===== config.mk =====
export PLATFORM = sky130hd
export DESIGN_NAME = user_register_file
export DESIGN_NICKNAME = d
export VERILOG_FILES = /design/src/verilog/user_regs_pkg.sv /design/src/verilog/operand_bank.sv /design/src/verilog/cond_field_calc.sv /design/src/verilog/user_register_file.sv
export VERILOG_INCLUDE_DIRS = /design/src /design/src/verilog
export SDC_FILE = /design/constraint.sdc
export NUM_CORES = 2
export LEC_CHECK = 0
export BUFFER_PORTS_ARGS = -buffer_cell sky130_fd_sc_hd__buf_2
export CORE_UTILIZATION = 36
export DETAILED_ROUTE_END_ITERATION = 6
export PLACE_DENSITY = 0.56
export SLEW_MARGIN = 20
export SYNTH_ARGS = -nofsm -noshare
export SYNTH_HDL_FRONTEND = slang
export SYNTH_SLANG_ARGS = --single-unit

===== constraint.sdc =====
create_clock -name CLK -period 3.81 [get_ports CLK]
set_input_delay 0.381 -clock CLK [delete_from_list [all_inputs] [get_ports CLK]]
set_output_delay 0.381 -clock CLK [all_outputs]
set_load 0.05 [all_outputs]

===== src/verilog/user_regs_defines.svh =====
`ifndef USER_REGS_DEFINES_SVH
`define USER_REGS_DEFINES_SVH

// special register numbers, 10-bit field of the move operations
`define SPR_NUM_W            10
`define SPR_EXCEPTION        10'h001
`define SPR_LINK             10'h008
`define SPR_LOOP_COUNT       10'h009
`define SPR_USER_SCRATCH_0   10'h100
`define SPR_SCRATCH_RO_4     10'h104
`define SPR_SCRATCH_RO_5     10'h105
`define SPR_SCRATCH_RO_6     10'h106
`define SPR_SCRATCH_RO_7     10'h107
`define SPR_TIME_BASE_LOWER  10'h10c
`define SPR_TIME_BASE_UPPER  10'h10d

// exception/carry register, big-endian bit n sits at vector bit 31-n
`define EXC_SUMMARY_BIT      31
`define EXC_OVERFLOW_BIT     30
`define EXC_CARRY_BIT        29
`define EXC_BYTE_COUNT_HI    6
`define EXC_BYTE_COUNT_LO    0
`define EXC_WRITE_MASK       32'he000007f

// reset values
`define REG_RESET            32'h00000000
`define COND_RESET           32'h00000000

`define DATA_WIDTH           32
`define OPERAND_COUNT        32
`define COND_FIELDS          8

`endif


===== src/verilog/user_regs_pkg.sv =====
package user_regs_pkg;

	// first member is the most significant bit, matching big-endian numbering
	typedef struct packed {
		logic less_than_flag;
		logic greater_than_flag;
		logic match_flag;
		logic summary_overflow;
	} cond_field_t;

	// element 0 is the most significant nibble: field 0 at bits 0-3
	typedef cond_field_t [0:7] cond_flags_t;

	typedef enum logic [2:0] {
		COND_NONE,
		COND_FROM_REG,
		COND_FROM_EXC,
		COND_COPY,
		COND_BIT,
		COND_RECORD,
		COND_COMPARE
	} cond_op_t;

	typedef struct packed {
		logic [31:0] upper;
		logic [31:0] lower;
	} time_base_t;

	typedef logic [3:0][31:0] scratch_ro_t;

endpackage


===== src/verilog/operand_bank.sv =====
`timescale 1ns/1ns
`include "user_regs_defines.svh"

module operand_bank #(
	parameter int COUNT = `OPERAND_COUNT,
	parameter int WIDTH = `DATA_WIDTH,
	parameter int IDX_W = $clog2(COUNT)
) (
	input  wire logic             clk,
	input  wire logic             resetn,
	input  wire logic             wr_en,
	input  wire logic [IDX_W-1:0] wr_idx,
	input  wire logic [WIDTH-1:0] wr_data,
	input  wire logic [IDX_W-1:0] rd_a_idx,
	input  wire logic [IDX_W-1:0] rd_b_idx,
	output logic      [WIDTH-1:0] rd_a_data,
	output logic      [WIDTH-1:0] rd_b_data
);

	logic [COUNT-1:0][WIDTH-1:0] bank;

	// refused at elaboration: only the 32 by 32 size of the defines is supported
	if (COUNT != `OPERAND_COUNT || WIDTH != `DATA_WIDTH) begin : g_bad_size
		$error("operand bank must be 32 entries of 32 bits");
	end

	////////////////////////////////////////////////////////////////////////
	genvar i;
	generate
		for (i = 0; i < COUNT; i++) begin : g_entry
			always_ff @(posedge clk or negedge resetn) begin
				if (!resetn)
					bank[i] <= `REG_RESET;
				else if (wr_en && wr_idx == IDX_W'(i))
					bank[i] <= wr_data;
			end
		end
	endgenerate

	////////////////////////////////////////////////////////////////////////
	// same-cycle write is forwarded, so a dependent read never sees stale data
	always_ff @(posedge clk or negedge resetn) begin
		if (!resetn)
			rd_a_data <= `REG_RESET;
		else if (wr_en && wr_idx == rd_a_idx)
			rd_a_data <= wr_data;
		else
			rd_a_data <= bank[rd_a_idx];
	end

	always_ff @(posedge clk or negedge resetn) begin
		if (!resetn)
			rd_b_data <= `REG_RESET;
		else if (wr_en && wr_idx == rd_b_idx)
			rd_b_data <= wr_data;
		else
			rd_b_data <= bank[rd_b_idx];
	end

endmodule


===== src/verilog/cond_field_calc.sv =====
`timescale 1ns/1ns

module cond_field_calc (
	input  wire logic                       is_signed,
	input  wire logic [31:0]                lhs,
	input  wire logic [31:0]                rhs,
	input  wire logic                       summary,
	output user_regs_pkg::cond_field_t      field
);

	logic less;

	// signed compare flips the sign bits so one unsigned compare serves both
	assign less = is_signed ? ({~lhs[31], lhs[30:0]} < {~rhs[31], rhs[30:0]}) : (lhs < rhs);

	assign field.less_than_flag    = less;
	assign field.greater_than_flag = !less && (lhs != rhs);
	assign field.match_flag        = (lhs == rhs);
	assign field.summary_overflow  = summary;

endmodule


===== src/verilog/user_register_file.sv =====
`timescale 1ns/1ns
`include "user_regs_defines.svh"

// What this block does
// - thirty-two 32-bit operand registers, indexed 0 to 31
// - all user registers 32 bits; time base read as two numbered halves
// - no floating-point register storage exists
// - user registers accessible equally in user and privileged mode
// - every special register reached by move-to/move-from by number
// - exception register at 0x001, link 0x008, loop count 0x009
// - branch operations read and update link register implicitly
// - condition register: eight 4-bit fields, field 0 at bits 0-3
// - field bits: less-than, greater-than, equal, summary-overflow copy
// - move-to-condition-fields writes only mask-selected fields from a register
// - exception register bits 0:3 copied into one selected field
// - field copy moves four bits between fields, others unchanged
// - logical operations write single condition bits chosen by index
// - recording arithmetic updates field 0; compare updates named field
// - condition bits exposed to branch logic by selected bit
// - field 0 bits 0-2 from signed compare with zero, bit 3 summary
// - exception register: summary 0, overflow 1, carry 2, byte count 25-31
module user_register_file #(
	parameter int OPERAND_COUNT = `OPERAND_COUNT,
	parameter int DATA_WIDTH    = `DATA_WIDTH
) (
	input  wire logic                        CLK,
	input  wire logic                        RESETN,
	// operand register ports
	input  wire logic                        OPERAND_WR_EN,
	input  wire logic [4:0]                  OPERAND_WR_IDX,
	input  wire logic [31:0]                 OPERAND_WR_DATA,
	input  wire logic [4:0]                  OPERAND_RD_A_IDX,
	input  wire logic [4:0]                  OPERAND_RD_B_IDX,
	output logic      [31:0]                 OPERAND_RD_A_DATA,
	output logic      [31:0]                 OPERAND_RD_B_DATA,
	// special register moves
	input  wire logic                        SPR_RD_EN,
	input  wire logic                        SPR_WR_EN,
	input  wire logic [9:0]                  SPR_NUM,
	input  wire logic [31:0]                 SPR_WR_DATA,
	output logic      [31:0]                 SPR_RD_DATA,
	output logic                             SPR_RD_VALID,
	output logic                             SPR_UNMAPPED,
	input  wire user_regs_pkg::time_base_t   TIME_BASE,
	input  wire user_regs_pkg::scratch_ro_t  SCRATCH_RO,
	// implicit link and loop count updates from branches
	input  wire logic                        LINK_WR_EN,
	input  wire logic [31:0]                 LINK_WR_DATA,
	input  wire logic                        LOOP_WR_EN,
	input  wire logic [31:0]                 LOOP_WR_DATA,
	// arithmetic flag updates
	input  wire logic                        OVERFLOW_EN,
	input  wire logic                        OVERFLOW_VALUE,
	input  wire logic                        CARRY_EN,
	input  wire logic                        CARRY_VALUE,
	// condition operations
	input  wire user_regs_pkg::cond_op_t     COND_OP,
	input  wire logic [0:7]                  COND_FIELD_MASK,
	input  wire logic [2:0]                  COND_DST_FIELD,
	input  wire logic [2:0]                  COND_SRC_FIELD,
	input  wire logic [4:0]                  COND_BIT_IDX,
	input  wire logic                        COND_BIT_VALUE,
	input  wire logic [31:0]                 COND_SRC_DATA,
	input  wire logic [31:0]                 COND_CMP_RHS,
	input  wire logic                        COND_CMP_SIGNED,
	// branch test
	input  wire logic [4:0]                  BRANCH_BIT_IDX,
	output logic                             BRANCH_BIT,
	// current contents
	output user_regs_pkg::cond_flags_t       CONDITION_FLAGS_REG,
	output logic      [31:0]                 FIXED_POINT_EXCEPTION_REG,
	output logic      [31:0]                 LINK_RETURN_ADDRESS,
	output logic      [31:0]                 LOOP_COUNT_REG
);

	user_regs_pkg::cond_flags_t cond;
	user_regs_pkg::cond_flags_t next_cond;
	user_regs_pkg::cond_flags_t src_fields;
	user_regs_pkg::cond_field_t calc_field;
	logic [31:0]                exc;
	logic [31:0]                next_exc;
	logic [31:0]                link;
	logic [31:0]                next_link;
	logic [31:0]                loop_count;
	logic [31:0]                next_loop_count;
	logic [31:0]                user_scratch_0;
	logic [31:0]                next_user_scratch_0;
	logic [31:0]                cond_flat;
	logic [31:0]                calc_lhs;
	logic [31:0]                calc_rhs;
	logic                       calc_signed;
	logic [31:0]                rd_mux;
	logic                       rd_hit;
	logic                       wr_hit;

	// refused at elaboration: the port widths do not follow the parameters
	if (OPERAND_COUNT != `OPERAND_COUNT || DATA_WIDTH != `DATA_WIDTH) begin : g_bad_size
		$error("register file supports only 32 registers of 32 bits");
	end

	////////////////////////////////////////////////////////////////////////
	// only integer storage is built; no floating-point bank
	operand_bank #(
		.COUNT (OPERAND_COUNT),
		.WIDTH (DATA_WIDTH)
	) u_bank (
		.clk       (CLK),
		.resetn    (RESETN),
		.wr_en     (OPERAND_WR_EN),
		.wr_idx    (OPERAND_WR_IDX),
		.wr_data   (OPERAND_WR_DATA),
		.rd_a_idx  (OPERAND_RD_A_IDX),
		.rd_b_idx  (OPERAND_RD_B_IDX),
		.rd_a_data (OPERAND_RD_A_DATA),
		.rd_b_data (OPERAND_RD_B_DATA)
	);

	////////////////////////////////////////////////////////////////////////
	// one comparator serves both recording and compare operations
	always_comb begin
		if (COND_OP == user_regs_pkg::COND_RECORD) begin
			calc_lhs    = COND_SRC_DATA;
			calc_rhs    = 32'h00000000;
			calc_signed = 1'b1;
		end else begin
			calc_lhs    = COND_SRC_DATA;
			calc_rhs    = COND_CMP_RHS;
			calc_signed = COND_CMP_SIGNED;
		end
	end

	// summary bit copied from the final exception state of this cycle
	cond_field_calc u_calc (
		.is_signed (calc_signed),
		.lhs       (calc_lhs),
		.rhs       (calc_rhs),
		.summary   (next_exc[`EXC_SUMMARY_BIT]),
		.field     (calc_field)
	);

	////////////////////////////////////////////////////////////////////////
	// no mode input exists: moves are never blocked by privilege
	assign wr_hit = SPR_WR_EN;

	always_comb begin
		next_exc = exc;
		if (wr_hit && SPR_NUM == `SPR_EXCEPTION)
			next_exc = SPR_WR_DATA & `EXC_WRITE_MASK;
		if (COND_OP == user_regs_pkg::COND_FROM_EXC)
			next_exc[31:28] = 4'h0;
		// hardware set applied last so it wins over a clearing move
		if (OVERFLOW_EN) begin
			next_exc[`EXC_OVERFLOW_BIT] = OVERFLOW_VALUE;
			if (OVERFLOW_VALUE)
				next_exc[`EXC_SUMMARY_BIT] = 1'b1;
		end
		if (CARRY_EN)
			next_exc[`EXC_CARRY_BIT] = CARRY_VALUE;
	end

	always_comb begin
		next_link = link;
		if (wr_hit && SPR_NUM == `SPR_LINK)
			next_link = SPR_WR_DATA;
		if (LINK_WR_EN)
			next_link = LINK_WR_DATA;
	end

	always_comb begin
		next_loop_count = loop_count;
		if (wr_hit && SPR_NUM == `SPR_LOOP_COUNT)
			next_loop_count = SPR_WR_DATA;
		if (LOOP_WR_EN)
			next_loop_count = LOOP_WR_DATA;
	end

	always_comb begin
		next_user_scratch_0 = user_scratch_0;
		if (wr_hit && SPR_NUM == `SPR_USER_SCRATCH_0)
			next_user_scratch_0 = SPR_WR_DATA;
	end

	////////////////////////////////////////////////////////////////////////
	assign src_fields = user_regs_pkg::cond_flags_t'(COND_SRC_DATA);

	always_comb begin
		next_cond = cond;
		cond_flat = 32'(cond);
		unique case (COND_OP)
			user_regs_pkg::COND_NONE: begin
				next_cond = cond;
			end
			user_regs_pkg::COND_FROM_REG: begin
				for (int k = 0; k < `COND_FIELDS; k++) begin
					if (COND_FIELD_MASK[k])
						next_cond[k] = src_fields[k];
				end
			end
			user_regs_pkg::COND_FROM_EXC: begin
				next_cond[COND_DST_FIELD] = user_regs_pkg::cond_field_t'(exc[31:28]);
			end
			user_regs_pkg::COND_COPY: begin
				next_cond[COND_DST_FIELD] = cond[COND_SRC_FIELD];
			end
			user_regs_pkg::COND_BIT: begin
				// big-endian index: bit 0 is the most significant
				cond_flat[5'd31 - COND_BIT_IDX] = COND_BIT_VALUE;
				next_cond = user_regs_pkg::cond_flags_t'(cond_flat);
			end
			user_regs_pkg::COND_RECORD: begin
				next_cond[0] = calc_field;
			end
			user_regs_pkg::COND_COMPARE: begin
				next_cond[COND_DST_FIELD] = calc_field;
			end
		endcase
	end

	////////////////////////////////////////////////////////////////////////
	always_ff @(posedge CLK or negedge RESETN) begin
		if (!RESETN)
			cond <= user_regs_pkg::cond_flags_t'(`COND_RESET);
		else
			cond <= next_cond;
	end

	always_ff @(posedge CLK or negedge RESETN) begin
		if (!RESETN)
			exc <= `REG_RESET;
		else
			exc <= next_exc;
	end

	always_ff @(posedge CLK or negedge RESETN) begin
		if (!RESETN)
			link <= `REG_RESET;
		else
			link <= next_link;
	end

	always_ff @(posedge CLK or negedge RESETN) begin
		if (!RESETN)
			loop_count <= `REG_RESET;
		else
			loop_count <= next_loop_count;
	end

	always_ff @(posedge CLK or negedge RESETN) begin
		if (!RESETN)
			user_scratch_0 <= `REG_RESET;
		else
			user_scratch_0 <= next_user_scratch_0;
	end

	assign CONDITION_FLAGS_REG       = cond;
	assign FIXED_POINT_EXCEPTION_REG = exc;
	assign LINK_RETURN_ADDRESS       = link;
	assign LOOP_COUNT_REG            = loop_count;

	////////////////////////////////////////////////////////////////////////
	// reads decode the next values, forwarding a same-cycle write
	always_comb begin
		rd_hit = 1'b1;
		unique case (SPR_NUM)
			`SPR_EXCEPTION:       rd_mux = next_exc;
			`SPR_LINK:            rd_mux = next_link;
			`SPR_LOOP_COUNT:      rd_mux = next_loop_count;
			`SPR_USER_SCRATCH_0:  rd_mux = next_user_scratch_0;
			`SPR_SCRATCH_RO_4:    rd_mux = SCRATCH_RO[0];
			`SPR_SCRATCH_RO_5:    rd_mux = SCRATCH_RO[1];
			`SPR_SCRATCH_RO_6:    rd_mux = SCRATCH_RO[2];
			`SPR_SCRATCH_RO_7:    rd_mux = SCRATCH_RO[3];
			`SPR_TIME_BASE_LOWER: rd_mux = TIME_BASE.lower;
			`SPR_TIME_BASE_UPPER: rd_mux = TIME_BASE.upper;
			default: begin
				rd_mux = 32'h00000000;
				rd_hit = 1'b0;
			end
		endcase
	end

	always_ff @(posedge CLK or negedge RESETN) begin
		if (!RESETN)
			SPR_RD_DATA <= `REG_RESET;
		else if (SPR_RD_EN)
			SPR_RD_DATA <= rd_mux;
	end

	always_ff @(posedge CLK or negedge RESETN) begin
		if (!RESETN)
			SPR_RD_VALID <= 1'b0;
		else
			SPR_RD_VALID <= SPR_RD_EN;
	end

	// read-only and unknown numbers ignore writes; unknown ones are flagged
	always_ff @(posedge CLK or negedge RESETN) begin
		if (!RESETN)
			SPR_UNMAPPED <= 1'b0;
		else
			SPR_UNMAPPED <= (SPR_RD_EN || SPR_WR_EN) && !rd_hit;
	end

	////////////////////////////////////////////////////////////////////////
	always_ff @(posedge CLK or negedge RESETN) begin
		if (!RESETN)
			BRANCH_BIT <= 1'b0;
		else
			BRANCH_BIT <= next_cond[BRANCH_BIT_IDX[4:2]][2'd3 - BRANCH_BIT_IDX[1:0]];
	end

endmodule


==> impl_metrics.csv <==
group,metric,value,unit
global_route,grt_use_total,27.3,%
power,p_seq_share,40.7,%
status,status,"completed",
worst_setup_path,worst_r2r_path_depth,13,
worst_setup_path,critPathMaxFanout,15,
cts,clock-sinks,1283,
floorplan,core,193000,sq um
detailed_routing,wl,269,mm
yosys,synth_cell_types,87,
power,power.share.combinational,23.7,%
finish,syn2layout_area_growth,21.3,%
worst_setup_path,arrival,4.09,ns
sta,maxSlewViolCount,0,
min_path,hold_start,"SPR_NUM[9]",
yosys,synth_fp_nets,5357,
finish,fin_util,44.0,%
cts,cts.repair.resized,0,
sta,max_freq,294,MHz
cts,cts_tree,"yes",
power,clkPwrFrac,35.6,%
yosys,synth_edf_count,0,
global_route,grt_pass1_vias,52000,
power,p_int,30900,uW
worst_setup_path,rr_startpoint,"CONDITION_FLAGS_REG[23]",
placement,gp_congestion,1.05,
detailed_routing,wire_per_inst,32.3,um
min_path,min_to,"SPR_UNMAPPED",
sta,whs,0.0653,ns
min_path,hp-class,"input pin to flip-flop",
cts,postCtsSetupBuffers,0,
floorplan,die_y,443,um
sta,worst_slew_pin_slew,1.20,ns
finish,layout.nets,6129,
power,vdd_drop_max,0.382,mV
yosys,yosys.area.top_type_share,45.9,%
cts,cts_made_buffers,149,
yosys,synth_area_leader_cell,"dfrtp_1",
sta,min_period,3.40,ns
worst_setup_path,r2r_slack,0.54,ns
detailed_routing,drc,0,
worst_setup_path,setup.worst_path.class,"input pin to flip-flop",
yosys,synth-seq-area-share,45.9,%
cts,clk_latency,0.81,ns
floorplan,fp.dieW,443,um
floorplan,initial_core_util,36.3,%
power,p_leak,0.0375,uW
power,p_per_area,518,nW/um^2
sta,relSlewSlack,20.1,%
worst_setup_path,end_kind,"flip-flop",
power,power.switching,13000,uW
yosys,synth_area_leaders,"dfrtp_1, mux4_2, mux2_2, mux2i_1, clkbuf_1",
yosys,synth-main-ff-cell,"dfrtp_1",
finish,drive_above_1_share,52.0,%
cts,cts_max_level,4,
yosys,syn_avg_cell_area,14.3,sq um
sta,setup_viol,0,
worst_setup_path,required,4.50,ns
detailed_routing,ant_nets,0,
yosys,synthArstFlopShare,100,%
min_path,hold_depth,2,
sta,fin_crit_sh,89.1,%
global_route,grt_overflow,0,
power,switching_share,29.7,%
placement,portBuffers,675,
cts,path_clk_slew,0.06,ns
detailed_routing,drt-initial-drc-count,4372,
sta,rsz0062_at_grt,"no",
finish,seq_area,32100,sq um
floorplan,num_rows,161,
finish,n_fill_cell,17400,
sta,skew,0.0406,ns
cts,hold_buffers,176,
sta,finalHoldViolations,0,
cts,root_buffer,"clkbuf_16",
worst_setup_path,r2r_end,"BRANCH_BIT",
global_route,grt_max_degree,129,
cts,clk_path_buf_depth,3,
floorplan,dieArea,196000,sq um
global_route,antenna_found_initial,60,
yosys,netlist_instances,4875,
detailed_routing,dr_total_vias,50100,
finish,multiInputGateArea,36100,sq um
placement,dp_hpwl,179,mm
worst_setup_path,startpoint_type,"input pin",
yosys,synth-seq-cells,1283,
floorplan,ios,676,
flow_run,maxCapViolCount,0,
global_route,grt_pass1_wl,387,mm
yosys,synth_area,69900,sq um
yosys,yosys_warnings,0,
detailed_routing,drt_pass1_iterations,6,
detailed_routing,vias_per_cell,6.03,
==> power groups by stage <==
stage / sequential [uW] / clock (uW) / combinational [uW]
after global routing: 18200 / 16500 / 11000
after global placement: 17900 / 0 / 10100
after detailed placement: 18100 / 0 / 10200
after floorplan: 18700 / 0 / 5950
final: 17900 / 15600 / 10400
after CTS: 17800 / 15900 / 10400
==> layout make-up <==
type                    instances  share of cell area, %
repair buffers               1109                   9.32
well taps                    2526                   3.73
multi-input cells            3082                   42.6
inverters                      22                 0.0989
flip-flops and latches       1283                   37.9
diodes                         25                 0.0738
clock buffers                 214                   5.26
clock inverters                59                   1.08
==> per-layer routing <==
| metal | GRT usage, % | wire length [um] | part of all wire [%] | vias to the layer above |
|---|---|---|---|---|
| li1 | - | - | - | 20500 |
| met1 | 36.6 | 111000 | 41 | 27000 |
| met2 | 42.0 | 124000 | 46 | 2048 |
| met3 | 7.26 | 22500 | 8.4 | 557 |
| met4 | 11.0 | 11000 | 4.1 | 38 |
| met5 | 0 | 264 | 0.098 | - |
==> sequential cells by signal, indices dropped and copies added, names as in the netlist, 32 cells and up <==
signal,count
u_bank.bank,1024
LOOP_COUNT_REG,32
CONDITION_FLAGS_REG,32
u_bank.rd_a_data,32
LINK_RETURN_ADDRESS,32
FIXED_POINT_EXCEPTION_REG,32
u_bank.rd_b_data,32
SPR_RD_DATA,32
user_scratch_0,32
==> cells by family (layout without fill, tap and decap cells) <==
| kind of cell | Yosys count | in the layout | share of synthesized area [%] |
|---|---|---|---|
| and+or+nand+nor | 572 | 572 | 3.93 |
| AOI/OAI and AO/OA | 542 | 542 | 5.01 |
| muxes | 1925 | 1925 | 41.6 |
| other | 0 | 25 | 0 |
| buffers and inverters | 510 | 1404 | 2.82 |
| xor gates and xnor gates | 10 | 10 | 0.125 |
| adders and majority gates | 33 | 33 | 0.591 |
| DFF | 1283 | 1283 | 45.9 |
==> cell usage after synthesis (all sizes together) (17+ instances only) <==
| library cell | n |
|---|---|
| a21oi | 109 |
| a22oi | 34 |
| buf | 123 |
| o21ai | 192 |
| a22o | 17 |
| a31oi | 24 |
| clkbuf | 365 |
| a221oi | 29 |
| mux4 | 675 |
| mux2i | 176 |
| mux2 | 1074 |
| inv | 21 |
| nand2 | 271 |
| and2 | 28 |
| nand3 | 35 |
| nor2 | 93 |
| nor3 | 26 |
| ha | 33 |
| dfrtp | 1283 |
==> placed cells by master (no fill, tap or decap), drive strengths merged, types with 28 or more instances in the layout <==
master / count
a21oi: 109
a221oi: 29
a22oi: 34
and2: 28
buf: 933
clkbuf: 214
clkinv: 28
dfrtp: 1283
dlygate4sd3: 176
ha: 33
inv: 29
mux2: 1074
mux2i: 176
mux4: 675
nand2: 271
nand3: 35
nor2: 93
o21ai: 192
==> worst max-delay path by stage <==
| stage | start | endpoint | cells after the start |
|---|---|---|---|
| finish | COND_OP[1] | BRANCH_BIT | 15 |
| global route | COND_OP[1] | BRANCH_BIT | 15 |
| CTS | COND_OP[1] | BRANCH_BIT | 15 |
| detailed placement | COND_OP[1] | BRANCH_BIT | 15 |
| global placement | COND_OP[1] | BRANCH_BIT | 15 |
| floorplan | COND_OP[2] | BRANCH_BIT | 16 |
==> critical path, stage by stage <==
cell and delay (ns):
buf_2 0.09, nand3b_4 0.20, buf_4 0.25, nand2_1 0.08, ha_1 0.31, a21oi_1 0.16, nand2_1 0.08, a222oi_1 0.43
o211ai_2 0.25, o41ai_1 0.55, mux2i_1 0.17, a2111oi_2 0.50, o31ai_1 0.22, o31a_1 0.16, nor4_2 0.25
==> through the flow <==
| stage | total power, uW | instances | setup slack (ns) | area (sq um) | setup TNS [ns] |
|---|---|---|---|---|---|
| 6_report | 43900 | 8320 | 0.414 | 84800 | 0 |
| 5_1_grt | 45600 | 8308 | 0.291 | 84700 | 0 |
| 4_1_cts | 44200 | 8295 | 0.555 | 84700 | 0 |
| 3_5_place_dp | 28300 | 7846 | -0.304 | 77600 | -0.304 |
| 3_3_place_gp | 28000 | 7846 | -0.132 | 77600 | -0.132 |
| 2_1_floorplan | 24700 | 4875 | 0.219 | 69900 | 0 |
(Power assumes the default switching activity.)
